[config.mk]
export PLATFORM = sky130hd
export DESIGN_NAME = cdsx_exec
export DESIGN_NICKNAME = d
export VERILOG_FILES = /design/src/rtl/cdsx_pkg.sv /design/src/rtl/cdsx_exec.sv /design/src/rtl/cdsx_phase.sv
export SDC_FILE = /design/constraint.sdc
export NUM_CORES = 1
export LEC_CHECK = 0
export ABC_AREA = 1
export BUFFER_PORTS_ARGS = -buffer_cell sky130_fd_sc_hd__buf_4
export CORE_MARGIN = 4
export CORE_UTILIZATION = 55
export DETAILED_ROUTE_END_ITERATION = 7
export HOLD_SLACK_MARGIN = 0.06
export PLACE_DENSITY = 0.83
export SYNTH_ARGS = -nofsm -noshare
export SYNTH_HDL_FRONTEND = slang
export SYNTH_HIERARCHICAL = 1
export SYNTH_SLANG_ARGS = --single-unit
[constraint.sdc]
create_clock -name clk -period 2.4 [get_ports clk]
set_clock_uncertainty 0.05 [all_clocks]
set_input_delay 0.48 -clock clk [delete_from_list [all_inputs] [get_ports clk]]
set_output_delay 0.48 -clock clk [all_outputs]
set_load 0.01 [all_outputs]
[src/rtl/cdsx_pkg.sv]
// Constants and carrier types for the complement and decrement-skip executor.
// Assumes a 14-bit instruction word and an 8-bit file register bank outside.
package cdsx_pkg;
  localparam int INSN_W = 14;
  localparam int DATA_W = 8;
  localparam int ADDR_W = 7;
  localparam logic [5:0] OPC_COMPLEMENT = 6'h09;
  localparam logic [5:0] OPC_DEC_SKIP = 6'h0b;
  localparam int OPC_HI = 13;
  localparam int OPC_LO = 8;
  localparam int DEST_BIT = 7;
  localparam logic [7:0] DATA_ZERO = 8'h00;
  localparam logic [7:0] DATA_ONE = 8'h01;
  localparam logic [1:0] PHASE_LAST = 2'h3;

  typedef enum logic [1:0] {
    CDSX_Q1, CDSX_Q2, CDSX_Q3, CDSX_Q4
  } cdsx_phase_t;

  typedef struct packed {
    logic complement_file_op;
    logic decrement_skip_zero_op;
    logic dest_file;
    logic [6:0] addr;
  } cdsx_dec_t;

  typedef struct packed {
    logic rd;
    logic wr;
    logic [6:0] addr;
    logic [7:0] wdata;
  } cdsx_file_t;
endpackage

[src/rtl/cdsx_exec.sv]
// Executor for the complement-file and decrement-skip-if-zero instructions.
// Assumes insn is stable from one quarter_phase_one through quarter_phase_four
// and that file_rdata is valid in the same clock as the file read request.
//
// What this block does
// [RQ1] Complement-file inverts the addressed register and updates the zero flag.
// [RQ2] Complement-file destination bit 0 writes accumulator, 1 writes file.
// [RQ3] One word, one cycle: decode, read, process, write phases.
// [RQ4] Decrement-skip subtracts one and steers by destination bit.
// [RQ5] Decrement-skip leaves all status flags unchanged; same four phases.
// [RQ6] Zero result discards next instruction, making it two cycles.
// [RQ7] Nonzero result lets the next instruction execute normally.
// [RQ8] The skip cycle performs no read, no processing, no write.
// [RQ9] Destination bit is instruction bit 7; address is bits 6 to 0.
`timescale 1ns/1ps
module cdsx_exec
  import cdsx_pkg::*;
(
  input wire logic clk,
  input wire logic sys_rst,
  input wire logic [INSN_W-1:0] insn,
  input wire logic [DATA_W-1:0] file_rdata,
  output cdsx_file_t file_req,
  output logic [DATA_W-1:0] acc,
  output logic zero_flag,
  output logic skip_active,
  output logic [1:0] quarter
);
  cdsx_phase_t phase;
  cdsx_dec_t dec;
  cdsx_dec_t next_dec;
  logic [DATA_W-1:0] result;
  logic [DATA_W-1:0] next_result;

  cdsx_phase u_phase (
    .clk(clk),
    .sys_rst(sys_rst),
    .phase(phase)
  );

  always_comb begin
    next_dec.complement_file_op = insn[OPC_HI:OPC_LO] == OPC_COMPLEMENT; // RQ1
    next_dec.decrement_skip_zero_op = insn[OPC_HI:OPC_LO] == OPC_DEC_SKIP; // RQ4
    next_dec.dest_file = insn[DEST_BIT]; // RQ9
    next_dec.addr = insn[ADDR_W-1:0]; // RQ9
  end

  always_comb begin
    next_result = result;
    if (dec.complement_file_op) begin
      next_result = ~file_rdata; // RQ1
    end else if (dec.decrement_skip_zero_op) begin
      next_result = file_rdata - DATA_ONE; // RQ4
    end
  end

  // Decode in quarter_phase_one; a skip cycle decodes as nothing.
  always_ff @(posedge clk or posedge sys_rst) begin
    if (sys_rst) begin
      dec <= '0;
    end else if (phase == CDSX_Q1) begin
      if (skip_active) begin
        dec <= '0; // RQ8
      end else begin
        dec <= next_dec; // RQ3
      end
    end
  end

  // Read request in quarter_phase_two, write in quarter_phase_four.
  always_ff @(posedge clk or posedge sys_rst) begin
    if (sys_rst) begin
      file_req <= '0;
    end else begin
      file_req.rd <= phase == CDSX_Q2 &&
        (dec.complement_file_op || dec.decrement_skip_zero_op); // RQ3
      file_req.wr <= phase == CDSX_Q4 && dec.dest_file &&
        (dec.complement_file_op || dec.decrement_skip_zero_op); // RQ2
      file_req.addr <= dec.addr;
      file_req.wdata <= result; // RQ4
    end
  end

  // Process in quarter_phase_three.
  always_ff @(posedge clk or posedge sys_rst) begin
    if (sys_rst) begin
      result <= DATA_ZERO;
    end else if (phase == CDSX_Q3) begin
      result <= next_result; // RQ3
    end
  end

  // Accumulator and zero flag written in quarter_phase_four.
  always_ff @(posedge clk or posedge sys_rst) begin
    if (sys_rst) begin
      acc <= DATA_ZERO;
    end else if (phase == CDSX_Q4 && !dec.dest_file &&
      (dec.complement_file_op || dec.decrement_skip_zero_op)) begin
      acc <= result; // RQ2
    end
  end

  always_ff @(posedge clk or posedge sys_rst) begin
    if (sys_rst) begin
      zero_flag <= 1'b0;
    end else if (phase == CDSX_Q4 && dec.complement_file_op) begin
      zero_flag <= result == DATA_ZERO; // RQ1 RQ5
    end
  end

  // The following instruction cycle becomes a no-operation on a zero decrement-skip result.
  always_ff @(posedge clk or posedge sys_rst) begin
    if (sys_rst) begin
      skip_active <= 1'b0;
    end else if (phase == CDSX_Q4) begin
      skip_active <= dec.decrement_skip_zero_op &&
        result == DATA_ZERO; // RQ6 RQ7
    end
  end

  always_ff @(posedge clk or posedge sys_rst) begin
    if (sys_rst) begin
      quarter <= 2'h0;
    end else begin
      quarter <= phase;
    end
  end

  skip_nowrite_a: assert property (@(posedge clk) disable iff (sys_rst)
    skip_active |=> !file_req.wr && !file_req.rd) // RQ8
    else $error("skip cycle touched the file");
  skip_taken_a: assert property (@(posedge clk) disable iff (sys_rst)
    phase == CDSX_Q4 && dec.decrement_skip_zero_op && result == DATA_ZERO
    |=> skip_active) // RQ6
    else $error("zero result did not skip");
  no_skip_a: assert property (@(posedge clk) disable iff (sys_rst)
    phase == CDSX_Q4 && dec.decrement_skip_zero_op && result != DATA_ZERO
    |=> !skip_active) // RQ7
    else $error("nonzero result skipped");
  skip_len_a: assert property (@(posedge clk) disable iff (sys_rst)
    $rose(skip_active) |-> skip_active [*4] ##1 !skip_active) // RQ6
    else $error("skip not one cycle long");
  flag_keep_a: assert property (@(posedge clk) disable iff (sys_rst)
    !dec.complement_file_op |=> $stable(zero_flag)) // RQ5
    else $error("zero flag changed wrongly");
  comp_zero_a: assert property (@(posedge clk) disable iff (sys_rst)
    phase == CDSX_Q4 && dec.complement_file_op
    |=> zero_flag == ($past(result) == DATA_ZERO)) // RQ1
    else $error("zero flag wrong");
  acc_dest_a: assert property (@(posedge clk) disable iff (sys_rst)
    phase == CDSX_Q4 && !dec.dest_file &&
    (dec.complement_file_op || dec.decrement_skip_zero_op)
    |=> acc == $past(result)) // RQ2 RQ4
    else $error("accumulator not written");
  wr_phase_a: assert property (@(posedge clk) disable iff (sys_rst)
    file_req.wr |-> $past(phase) == CDSX_Q4 && $past(dec.dest_file)) // RQ3
    else $error("file write outside last phase");
  rd_phase_a: assert property (@(posedge clk) disable iff (sys_rst)
    file_req.rd |-> $past(phase) == CDSX_Q2) // RQ3
    else $error("file read outside second phase");

  // Quarter phases and the decode of each instruction word.
  phase_order_a: assert property (@(posedge clk) disable iff (sys_rst)
    phase == CDSX_Q1 |=> phase == CDSX_Q2 ##1 phase == CDSX_Q3
      ##1 phase == CDSX_Q4 ##1 phase == CDSX_Q1) // RQ3
    else $error("quarter phases out of order");
  quarter_copy_a: assert property (@(posedge clk) disable iff (sys_rst)
    quarter == $past(phase)) // RQ3
    else $error("quarter output does not follow the phase");
  decode_fields_a: assert property (@(posedge clk) disable iff (sys_rst)
    phase == CDSX_Q1 && !skip_active
    |=> dec.addr == $past(insn[ADDR_W-1:0]) &&
      dec.dest_file == $past(insn[DEST_BIT])) // RQ9
    else $error("address or destination decoded wrongly");
  refuse_op_a: assert property (@(posedge clk) disable iff (sys_rst)
    phase == CDSX_Q1 && insn[OPC_HI:OPC_LO] != OPC_COMPLEMENT &&
    insn[OPC_HI:OPC_LO] != OPC_DEC_SKIP
    |=> !dec.complement_file_op && !dec.decrement_skip_zero_op) // RQ3
    else $error("unknown opcode decoded as an instruction");
  skip_decode_a: assert property (@(posedge clk) disable iff (sys_rst)
    phase == CDSX_Q1 && skip_active
    |=> !dec.complement_file_op && !dec.decrement_skip_zero_op) // RQ8
    else $error("skip cycle decoded an instruction");

  // Read, process and write of the addressed file register.
  rd_issue_a: assert property (@(posedge clk) disable iff (sys_rst)
    phase == CDSX_Q2 &&
    (dec.complement_file_op || dec.decrement_skip_zero_op)
    |=> file_req.rd) // RQ3
    else $error("read not issued in the second phase");
  rd_addr_a: assert property (@(posedge clk) disable iff (sys_rst)
    file_req.rd |-> file_req.addr == $past(dec.addr)) // RQ9
    else $error("read sent to the wrong address");
  comp_value_a: assert property (@(posedge clk) disable iff (sys_rst)
    phase == CDSX_Q3 && dec.complement_file_op
    |=> result == ~$past(file_rdata)) // RQ1
    else $error("complement result wrong");
  dec_value_a: assert property (@(posedge clk) disable iff (sys_rst)
    phase == CDSX_Q3 && dec.decrement_skip_zero_op
    |=> result == $past(file_rdata) - DATA_ONE) // RQ4
    else $error("decrement result wrong");
  wr_issue_a: assert property (@(posedge clk) disable iff (sys_rst)
    phase == CDSX_Q4 && dec.dest_file &&
    (dec.complement_file_op || dec.decrement_skip_zero_op)
    |=> file_req.wr) // RQ2 RQ4
    else $error("file write not issued");
  wr_data_a: assert property (@(posedge clk) disable iff (sys_rst)
    file_req.wr |-> file_req.wdata == $past(result) &&
      file_req.addr == $past(dec.addr)) // RQ2
    else $error("file write carries wrong data or address");
  wr_pulse_a: assert property (@(posedge clk) disable iff (sys_rst)
    file_req.wr |=> !file_req.wr) // RQ3
    else $error("file write longer than one clock");

  // Registers that a given cycle must leave alone.
  acc_file_a: assert property (@(posedge clk) disable iff (sys_rst)
    phase == CDSX_Q4 && dec.dest_file |=> $stable(acc)) // RQ2
    else $error("accumulator written for a file destination");
  acc_skip_a: assert property (@(posedge clk) disable iff (sys_rst)
    skip_active |=> $stable(acc)) // RQ8
    else $error("accumulator changed during a skip cycle");
  dec_flag_a: assert property (@(posedge clk) disable iff (sys_rst)
    dec.decrement_skip_zero_op |=> $stable(zero_flag)) // RQ5
    else $error("decrement changed the zero flag");

  skip_c: cover property (@(posedge clk) $rose(skip_active));
  comp_c: cover property (@(posedge clk) dec.complement_file_op &&
    phase == CDSX_Q4);
  wr_c: cover property (@(posedge clk) file_req.wr);
  keep_c: cover property (@(posedge clk) phase == CDSX_Q4 &&
    dec.decrement_skip_zero_op && result != DATA_ZERO);
  acc_c: cover property (@(posedge clk) phase == CDSX_Q4 &&
    !dec.dest_file && dec.decrement_skip_zero_op);
endmodule

[src/rtl/cdsx_phase.sv]
// Quarter-phase generator: one instruction cycle is four core clocks.
// Assumes the core clock runs continuously after reset.
`timescale 1ns/1ps
module cdsx_phase
  import cdsx_pkg::*;
(
  input wire logic clk,
  input wire logic sys_rst,
  output cdsx_phase_t phase
);
  always_ff @(posedge clk or posedge sys_rst) begin
    if (sys_rst) begin
      phase <= CDSX_Q1;
    end else begin
      case (phase)
        CDSX_Q1: phase <= CDSX_Q2;
        CDSX_Q2: phase <= CDSX_Q3;
        CDSX_Q3: phase <= CDSX_Q4;
        default: phase <= CDSX_Q1;
      endcase
    end
  end
endmodule

==> results of run 1 <==
worst register-to-register path, delay by kind of cell (launching register included):
kind / cells / cell delay [ps]
AOI/OAI and AO/OA: 1 / 80
buffers and inverters: 1 / 230
DFF: 1 / 490
and+or+nand+nor: 2 / 440
final cells by class:
cell class | instances | share of cell area (%)
Clock inverter | 3 | 2.57
Sequential cell | 49 | 48.4
Inverter | 25 | 3.70
Timing Repair Buffer | 56 | 16.7
Tap cell | 46 | 2.27
Multi-Input combinational cell | 117 | 24.9
Clock buffer | 5 | 1.48
placed cells by master (no fill, tap or decap), drive strengths merged:
master        n
o21ai        18
bufinv        2
o211ai        1
inv          24
buf          55
ha            4
nand4         3
nand3        19
nand2        52
nor2         13
nor3          2
clkinv        2
nand3b        3
dlygate4sd3   1
dfrtp        49
xor2          1
clkbuf        5
o22ai         1
through the flow:
stage	instances	utilization (%)	power (uW)	hold slack (ps)
finish	301	74.2	1740	278
floorplan	195	-	1050	171
detailed placement	292	70.9	1180	307
global route	301	74.2	1830	285
global placement	292	70.9	1170	307
CTS	301	74.2	1760	276
cells by family (layout without fill, tap and decap cells):
kind of cell	count (synthesis)	after routing	synth area share, %
AND/OR/NAND/NOR	92	92	21.6
XOR/XNOR	1	1	0.440
buffers and inverters	29	89	6.67
AO/OA/AOI/OAI	20	20	7.11
adder cells (fa/ha/maj)	4	4	2.52
flip-flops	49	49	61.6
flip-flops by register name, summed over array words and instances, names as in the netlist:
register	flops
file_req	17
acc	8
zero_flag	1
u_phase/phase	2
result	8
quarter	2
skip_active	1
dec	10
metal layers:
layer | wire length (um) | part of all wire [%]
met5 | 0 | 0
met1 | 1670 | 43
met3 | 218 | 5.7
met4 | 64 | 1.7
met2 | 1900 | 49
where the power goes:
group	switching (uW)	internal [uW]	leakage, uW
combinational	119	113	0.000707
clock	256	322	0.0000552
sequential	35.9	898	0.000586
total	411	1330	0.00135
worst paths after layout:
kind	start	endpoint	slack, ps	depth (start not counted)
setup reg to reg	u_phase/phase[1]$_DFF_PP0_	dec[8]$_DFFE_PP0N_	1000	4
hold / removal	insn[3]	dec[3]$_DFFE_PP0N_	280	3
setup / recovery	skip_active$_DFFE_PP0N_	skip_active	920	1
hold reg to reg	result[4]$_DFFE_PP0P_	file_req[4]$_DFF_PP0_	340	0
max in group asynchronous	sys_rst	file_req[10]$_DFF_PP0_	1050	4
min in group asynchronous	sys_rst	u_phase/phase[0]$_DFF_PP0_	450	3
timing repair:
item / in CTS / in global routing
endpoints found under the hold margin: 2 / 0
setup endpoints to repair: 0 / 0
hold buffers: 1 / 0
==> metrics list, run 1 <==
- Result of the run: complete, no violations
- Area occupied by registers: 1230 um^2
- Critical-path cell with the highest stage delay: dfrtp_1
- Maximum fanout along the worst path: 3
* Detail-routed net length per standard cell: 12.8 um
* Avg Synthesized Cell Area: 10.2 um^2
- Yosys mapped a number of flops with a built-in enable equal to 0.
- Worst skew pair latency: ~370 ps
- Top cell family by delay on the critical path: flip-flops
- Adding up every negative setup slack in the final design gives 0 ps.
- Antenna violations before repair: 0
* Remaining antenna violation count: 0
- The final number of hold-violating endpoints came to 0.
- For this run, design rule violations remaining after detail routing come to 0.
- Of the cells placed in the final design, the portion with a size suffix greater than 1 is about a third.
- STA classifies the critical path endpoint as an output port.
- Area growth syn-to-layout: 27.4%
- The final-report max-slew violation count is 0.
* First-pass GRT wire length: 6440 um
* Post-CTS Setup Inserts: 0
- Arr. time, crit path: 950 ps
- By count the netlist is led by dfrtp_1, nand2_1, inv_1.
* Count of cell types in the netlist: 21
- Count of yosys warnings during synthesis: 6
- From left edge to right edge, the die measures 68.1 um.
* Routing usage on met3: around 4%
- Final-stage net count: 282
- Crit path largest cell delay: roughly 420 ps
- Timing would allow up to 0.674 GHz.
- In this run the standard cell core region covers 3420 um^2.
* CTS-repair resized insts: 0
- Using the TritonRoute via totals, the vias-per-cell ratio works out to 4.96.
* Critical Path RT: 1870 ps
- Power density cells: 688 nW/um^2
- Once layout is done, the placed cells without fillers occupy 2530 um^2.
- In the post-synthesis netlist, the cell with the most instances is dfrtp_1.
- CTS Root Cell: clkbuf_4
* Leakage power of the design: 0.00135 uW
* Footprint of the multi-input gates: ~630 um^2
- Clock tree synthesis found a total of 49 sinks.
* Critical setup path kind: register to output port
- Place WS: 978 ps
* Seq/Total Area, Yosys: 61.6%
- Via count of the first global-routing pass: 1,433
- H-Tree Level Count: 2
* Met1 Resource Use GR: 25.2%
- Number of fillers in the final layout: 256
* Boundary Pins: 53
- Worst vdd ir: around 0.52 mV
* Initial cell density of the core: around three fifths
- Number of storage elements in the synthesis netlist: 49
- For this run, the total global-route usage over all layers was measured as 19.2%.
- Actual slew at the worst max-slew pin: 613 ps
- Of the post-synthesis cell area, the dominant cell type holds between 60% and 70%.
- CP Cell Sequence: buf_4
- TritonCTS clock tree: built
- The number of antenna diodes in the final layout is 0.
* Number of buffers created by CTS: 5
- In this run the cell area measured after placement is 2420 um^2.
* First-pass detailed-route iteration total: 4
- The number of nets handed over by synthesis was 223.
* Buffers from clock root to sink, at most: 2
- dfrtp_1 takes more of the synthesized area than any other cell.
- The congestion estimate from routability-driven global placement came to about 0.73.
* # setup viols final: 0
* Total vias in the final route: 1,494
- Number of buffer and inverter stages on the critical path: 1
* Largest net degree at the start of global routing: 32
- Input/output buffers: 52
- Post-detail-place hpwl: 2800 um
- Share of synthesized flip-flops with an asynchronous set or reset: 100%
* Grt total ovfl: 0
- Global route hottest layer: met2
- Post-synthesis instance total: 195
- Setup repair after global routing left no endpoint under its margin.
- Main area contributors after synthesis: dfrtp_1, nand2_1, nand3_1
* Crit start category: register
- Total wire length: 3850 um
- Total number of placement rows: 21
* Ys flop type: dfrtp_1
* Max-cap violations: 0
* Fin worst setup slack: 916 ps
- In this run, the number of DRC markers left after iteration 0 of detailed routing was 82.
- After layout, the worst path uses 61.8% of the clock period.
- Measured along the y axis, the die boundary spans 68.1 um.
- The synthesized netlist occupies a cell area of 1990 um^2.
- Global routing consumed, on the met2 layer, a little under a third of the routing resources.
- Clock-pin slew was measured on the worst setup and hold paths at 130 ps.
- The worst hold path belongs to the class input port to register.
- Die area: 4640 um^2
- The worst pin sits at a relative slew slack of 59.1%.
- Final period demand of the worst path: 1480 ps
No activity file was read; power rests on OpenSTA's default activity.
==> run 2: changes to the inputs <==
Settings changed: ABC_AREA 1 to 0, CORE_UTILIZATION 55 to 51, PLACE_DENSITY 0.83 to 0.78.
Clock period 2.4 ns to 1.5 ns, I/O delays scaled along.
==> run 2 against run 1 <==
Compared with the run above:
- via count down 14%
- sequential share of layout area grew 1.2 points
- die area rose by 2.3%
- critical path depth up 2
- non-clock buffer count grew 2
- largest cell class unchanged
==> metrics list, run 2 <==
- Design Power: 2580 uW (+48%)
- The count of yosys warnings during synthesis is 6 (unchanged).
* # setup viols final: 0 (unchanged)
- The number of antenna-violating nets in the routed design was 0 (unchanged).
- The die outline area came to 4750 um^2 (+2.3%).
* Max-cap violations: 0 (unchanged)
- The area of all placed cells without fillers is 2470 um^2 (-2.5%).
- The number of buffers created by CTS came to 5 (unchanged).
* Post-synth design cell area: 1890 um^2 (-4.9%)
* Detail-routed net length per standard cell: 13.5 um (+5.3%)
* Fin util: 71.2% (-2.9 points)
- The post-CTS setup-driven buffer insertion count was 0 (unchanged).
* DIE HEIGHT: 68.9 um (+1.1%)
* First-pass GRT wire length: 5850 um (-9.2%)
* Area growth syn-to-layout: 30.6%
- The worst hold path belongs to the class input port to register.
- Most frequent cell after synthesis: dfrtp_1
- Register name with the most flops: file_req
- Worst hold-check slack: 135 ps (-143 ps)
- The total routing resource utilization after global routing came to 17.0% (-2.2 points).
- Part of the cycle the worst path needs: 95.8%
- Element type at the critical path end: register
- The detailed-routing iteration count for the pre-antenna-repair pass came to 4 (unchanged).
* Final period demand of the worst path: roughly 1400 ps
- The number of global-route vias before repair came to 1,281 (-11%).
- Post-detailed-route via-to-cell ratio: 4.94 (-0.50%)
- Maximum fanout along the worst path: 4 (+1)
* Initial DRC Count: 67 (-18%)
- The worst setup path is launched from a register.
- The area of the multi-input gates came to 611 um^2 (-3.2%).
* Boundary Pins: 53 (unchanged)
* CTS Sinks: 49 (unchanged)
- Avg Synthesized Cell Area: 12.3 um^2 (+20%)
- Buffers from clock root to sink, at most: 2 (unchanged)
- Main area contributors after synthesis: dfrtp_1, mux2_2, nand2_1
- The run finished with clean final reports.
- The floorplan die width is 68.9 um (+1.1%).
- Aggregate negative setup slack: 0 ps (unchanged)
- Final Wtd Congestion: 0.922 (+26%)
- The final-report max-slew violation count is 0 (unchanged).
- Arr. time, crit path: 1620 ps (+670 ps)
* Total vias in the final route: 1,284 (-14%)
- Leaving out fill and tap cells, the most frequent cell in the layout is buf_4.
- Initial cell density of the core: 54.5% (-3.7 points)
- The share of synthesized area occupied by flip-flops and latches is 64.8% (+3.2 points).
* Critical Path RT: 1690 ps (-180 ps)
* Area occupied by registers: 1230 um^2 (unchanged)
- The commonest cells after synthesis are dfrtp_1, nand2_1, mux2_2, nand2b_1, o21ai_0.
- Setup repair after global routing left no endpoint under its margin.
- The clock transition time at the flip-flop clock pins of the worst setup and hold paths is 80 ps (-50 ps).
- The antenna cell count was 0 (unchanged).
- The proportion of layout cells with a drive suffix above 1 is 36.9% (+4.4 points).
* Largest registers ranked by flip-flop count: file_req x17, dec x10
- The synthesis-stage register bit count was 49 (unchanged).
- Grt total ovfl: 0 (unchanged)
- Net count after synthesis: 182 (-18%)
- Ys flop type: dfrtp_1
* Power density cells: 1040 nW/um^2 (+52%)
- Worst vdd ir: 0.677 mV (+31%)
- The gate count of the mapped netlist is 154 (-21%).
- The post-detailed-route DRC marker count came to 0 (unchanged).
- The tree is rooted in a clkbuf_8.
- Number of fillers in the final layout: 271 (+5.9%)
- Remaining max-slew budget at the tightest pin: 76.0% (+17 points)
* Antenna violations before repair: 0 (unchanged)
- The worst setup path is of the register to register kind.
- The number of flip-flops under the largest register name is 17 (unchanged).
- Hold path depth: 2 (-1)
- The clock network latency to the later pin of the worst-skew pair came to 290 ps (-80 ps).
- In the layout the commonest cells are buf_4, dfrtp_1, nand2_1.
- The post-place instance area came to 2370 um^2 (-2.1%).
- The count of nets after finishing was 241 (-15%).
- Total wire length: 3500 um (-9.0%)
- The number of flops mapped to enable cells by yosys is 0 (unchanged).
* TritonCTS clock tree: built
- Input/output buffers: 52 (unchanged)
- Max frequency: a little under 0.7 GHz
- The reported leakage power is 0.00123 uW (-8.9%).
- Total number of placement rows: 21 (unchanged)
* Actual slew at the worst max-slew pin: 357 ps (-256 ps)
- The number of H-tree levels was 2 (unchanged).
- The async set or reset register ratio after synthesis came to 100% (unchanged).
- The maximum number of pins on one net before global-route repair is 48 (+50%).
- The area share of the largest cell type after synthesis is 64.8% (+3.2 points).
- The detailed-placement wirelength estimate was 2610 um (-6.5%).
- The area of the core came to 3470 um^2 (+1.5%).
- The unique cell type count in the Yosys netlist came to 33 (+57%).
- Length in cells of the worst reg-to-reg path: 3 (-1)
- Yosys top cell by area: dfrtp_1
- The final number of hold-violating endpoints is 0 (unchanged).
run 2: cell types whose count changed after synthesis, sizes merged, moves of 7 or more:
cell and change:
nand3 -18, inv -17, mux2 +9, nand2b +8, nand2 -33, nor2 -7
run 2: worst paths after layout:
check                                      start                         end  slack, ps
min                                      insn[9]          dec[9]$_DFFE_PP0N_        130
max in group asynchronous                sys_rst      file_req[15]$_DFF_PP0_        630
max reg2reg                result[4]$_DFFE_PP0P_       zero_flag$_DFFE_PP0P_         60
min reg2reg                   dec[0]$_DFFE_PP0N_       file_req[8]$_DFF_PP0_        330
max                        result[4]$_DFFE_PP0P_       zero_flag$_DFFE_PP0P_         60
min in group asynchronous                sys_rst  u_phase/phase[0]$_DFF_PP0_        380
run 2: what timing repair did:
| item | 4_1_cts | 5_1_grt |
|---|---|---|
| gates resized for setup | 0 | 1 |
| hold endpoints to repair | 49 | 0 |
| endpoints found under the setup margin | 0 | 8 |
| hold buffers | 1 | 0 |
run 2: logic make-up (layout without fill, tap and decap cells):
kind of cell / count (synthesis) / after routing / share of synthesized area (%)
buf+inv: 13 / 73 / 3.04
compound gates: 25 / 25 / 7.80
mux: 9 / 9 / 5.36
fa+ha+maj: 4 / 4 / 2.65
xor+xnor: 6 / 6 / 2.78
simple gates: 48 / 48 / 13.6
flops: 49 / 49 / 64.8
run 2: routing by layer:
layer  up-vias  part of all wire (%)  global-route usage (%)
met5         -                     0                       0
met4         0                   1.5                    6.57
met3         6                   5.0                    4.38
met2        29                    53                    29.9
met1       618                    40                    19.7
li1        631                     -                       -
run 2: critical path, stage by stage, from the launching register on:
cell,delay (ps)
dfrtp_1,410
or4_1,550
nor2_1,210
mux2_1,170
run 2: cell type report:
type,instances,share of cell area [%]
sequential,49,49.6
multi-input combinational,92,24.7
timing repair buffer,58,18.7
clock buffer,6,2.94
tap,46,2.33
inverter,7,1.06
clock inverter,2,0.608
run 2: power breakdown:
group          switching (uW)  total [uW]  internal, uW
combinational             151         334           183
clock                     415         744           329
sequential               67.1        1500          1440
run 2: stage by stage:
step | worst slack [ps] | instances
final | 63.7 | 260
after global placement | 107 | 251
after CTS | 39.8 | 260
after floorplan | 33.9 | 154
after global routing | 0.369 | 260
after detailed placement | 67.2 | 251
==> run 3: changes to the inputs <==
Settings changed: CORE_UTILIZATION 51 to 45, PLACE_DENSITY 0.78 to 0.7.
==> run 3 against run 2 <==
Compared with the run above:
- global-route usage shrank 0.64 points
- combinational power grew 4%
- highest routed layer unchanged
- critical endpoint is now skip_active$_DFFE_PP0N_
- setup slack gained 28 ps
- final cell count grew 1.9%
==> metrics list, run 3 (synthesis results as in run 2) <==
- The row count came to 23 (+9.5%).
- The proportion of layout cells with a drive suffix above 1 is 38.6% (+1.7 points).
- TritonCTS built the clock tree.
- CTS Sinks: 49 (unchanged)
- The endpoint arrival time on the critical path was 1600 ps (-20 ps).
- The clock transition time at the flip-flop clock pins of the worst setup and hold paths came to 90 ps (about the same).
* Power density cells: 1160 nW/um^2 (+11%)
* Final Hold Violating Endpoints: 0 (unchanged)
- The post-detailed-route DRC marker count is 0 (unchanged).
- The number of H-tree levels came to 2 (unchanged).
- Max frequency: 0.710 GHz (+2.0%)
- Setup repair after global routing left no endpoint under its margin.
- Placed insts: 256 (+2.0%)
* Final-stage net count: 242 (+0.41%)
* Number of buffers created by CTS: 5 (unchanged)
- The maximum vdd drop is 0.587 mV (-13%).
* Input/output buffers: 52 (unchanged)
- The cell count of the worst hold path came to 2 (unchanged).
- The total congestion overflow is 0 (unchanged).
- CP Cell Sequence: or4_1, nor2_2, a22o_1
- The buffer and inverter count on the worst path came to 0 (unchanged).
* Initial DRC Count: 73 (+9.0%)
* Die width: 72.8 um (+5.7%)
* ANT cells: 0 (unchanged)
- From synthesis to final layout, the design area changed by 34.9%.
- The min-delay analysis places its worst path in the category input port to register.
- The total routing resource utilization after global routing was 16.3% (-0.64 points).
- Element type at the critical path end: register
* Aggregate negative setup slack: 0 ps (unchanged)
- The die height was 72.8 um (+5.7%).
* Final period demand of the worst path: 1410 ps (-28.5 ps)
* Max reg flops: 17 (unchanged)
* Result of the run: complete, no violations
- The data required time at the worst endpoint came to 1690 ps (about the same).
* Largest registers ranked by flip-flop count: file_req x17, dec x10
* Largest net degree at the start of global routing: 21 (-56%)
- Top cell family by delay on the critical path: simple AND/OR/NAND/NOR gates
* Core Area: 4030 um^2 (+16%)
- The slew at the pin with the worst max-slew slack is 447 ps (+89.5 ps).
- Leakage power of the design: 0.00127 uW (+3.4%)
- The worst setup path is launched from a register.
- Via count of the first global-routing pass: 1,412 (+10%)
* Design Power: 2960 uW (+15%)
* Boundary Pins: 53 (unchanged)
* Final Wtd Congestion: 0.857 (-7.1%)
* Remaining max-slew budget at the tightest pin: 70.2% (-5.8 points)
* Length in cells of the worst reg-to-reg path: 3 (unchanged)
* Placed inst area: 2400 um^2 (+1.1%)
- The detailed-placement wirelength estimate is 2860 um (+9.6%).
* Total wire length: 3890 um (+11%)
* CTS Root Cell: clkbuf_8
- The number of maximum-capacitance constraint violations was 0 (unchanged).
- The count of placed standard cells in the final layout, fillers left out came to 265 (+1.9%).
* Critical-path cell with the highest stage delay: or4_1
* Most frequent standard cell in the layout excluding fill and tap cells: buf_4
- The portion of the clock cycle consumed by the worst path in the final layout came to 93.9% (-1.9 points).
- # setup viols final: 0 (unchanged)
- Detail-routed net length per standard cell: 14.7 um (+9.0%)
- Commonest cells after routing, fill and taps aside: buf_4, dfrtp_1, nand2_1
- Worst skew pair latency: 300 ps (about the same)
- The post-layout worst setup margin came to 92.1 ps (+28.5 ps).
- Antenna violations before repair: 0 (unchanged)
- Max Transition Viols Final: 0 (unchanged)
* Maximum fanout along the worst path: 4 (unchanged)
- Die area: 5310 um^2 (+12%)
* Critical setup path kind: register to register
* Finished Cell Area: 2550 um^2 (+3.3%)
- The number of stages on the worst setup path came to 3 (unchanged).
- The number of antenna-violating nets in the routed design came to 0 (unchanged).
- The global-route wire length before repair is 6570 um (+12%).
- Total vias in the final route: 1,301 (+1.3%)
* Post-detailed-route via-to-cell ratio: 4.91 (-0.59%)
- The detailed-routing iteration count for the pre-antenna-repair pass came to 4 (unchanged).
- Crit path largest cell delay: 550 ps (about the same)
- The worst slack after detailed placement is 55.0 ps (-12.2 ps).
* Register name with the most flops: file_req
- Buffers from clock root to sink, at most: 2 (unchanged)
* Initial cell density of the core: 47.0% (-7.6 points)
run 3: area by class of cell:
type	instances	area, um^2
clock buffers	5	68.8
clock inverters	3	68.8
fillers	332	1480
inverters	7	26.3
multi-input cells	92	616
flip-flops and latches	49	1230
well taps	50	62.6
repair buffers	59	483
run 3: layer usage:
layer  share of wire (%)  GRT usage, %  vias to the layer above
li1                    -             -                      634
met1                  40          20.0                      639
met2                  54          28.1                       22
met3                 4.2          3.31                        6
met4                 1.6          6.76                        0
met5                   0             0                        -
run 3: per-stage QoR:
step,hold WS [ps],util [%]
3_3_place_gp,124,59.5
5_1_grt,137,63.4
2_1_floorplan,-8.82,-
3_5_place_dp,126,59.5
6_report,131,63.4
4_1_cts,123,63.1
run 3: worst paths after layout:
| check | to | slack, ps | from |
|---|---|---|---|
| worst max register to register | skip_active$_DFFE_PP0N_ | 90 | result[4]$_DFFE_PP0P_ |
| min in group asynchronous | u_phase/phase[1]$_DFF_PP0_ | 350 | sys_rst |
| worst min register to register | file_req[14]$_DFF_PP0_ | 330 | dec[6]$_DFFE_PP0N_ |
| worst min-delay path | dec[9]$_DFFE_PP0N_ | 130 | insn[9] |
| max in group asynchronous | dec[6]$_DFFE_PP0N_ | 460 | sys_rst |
| worst max-delay path | skip_active$_DFFE_PP0N_ | 90 | result[4]$_DFFE_PP0P_ |
run 3: what timing repair did:
item	in CTS	in global routing
setup endpoints to repair	0	14
endpoints found under the hold margin	19	0
buffers inserted	0	0
resized for setup	0	4
hold buffers	1	0
run 3: where the power goes:
group | total (uW) | switching (uW) | internal, uW
clock | 1110 | 437 | 671
sequential | 1510 | 71.1 | 1440
combinational | 347 | 158 | 188
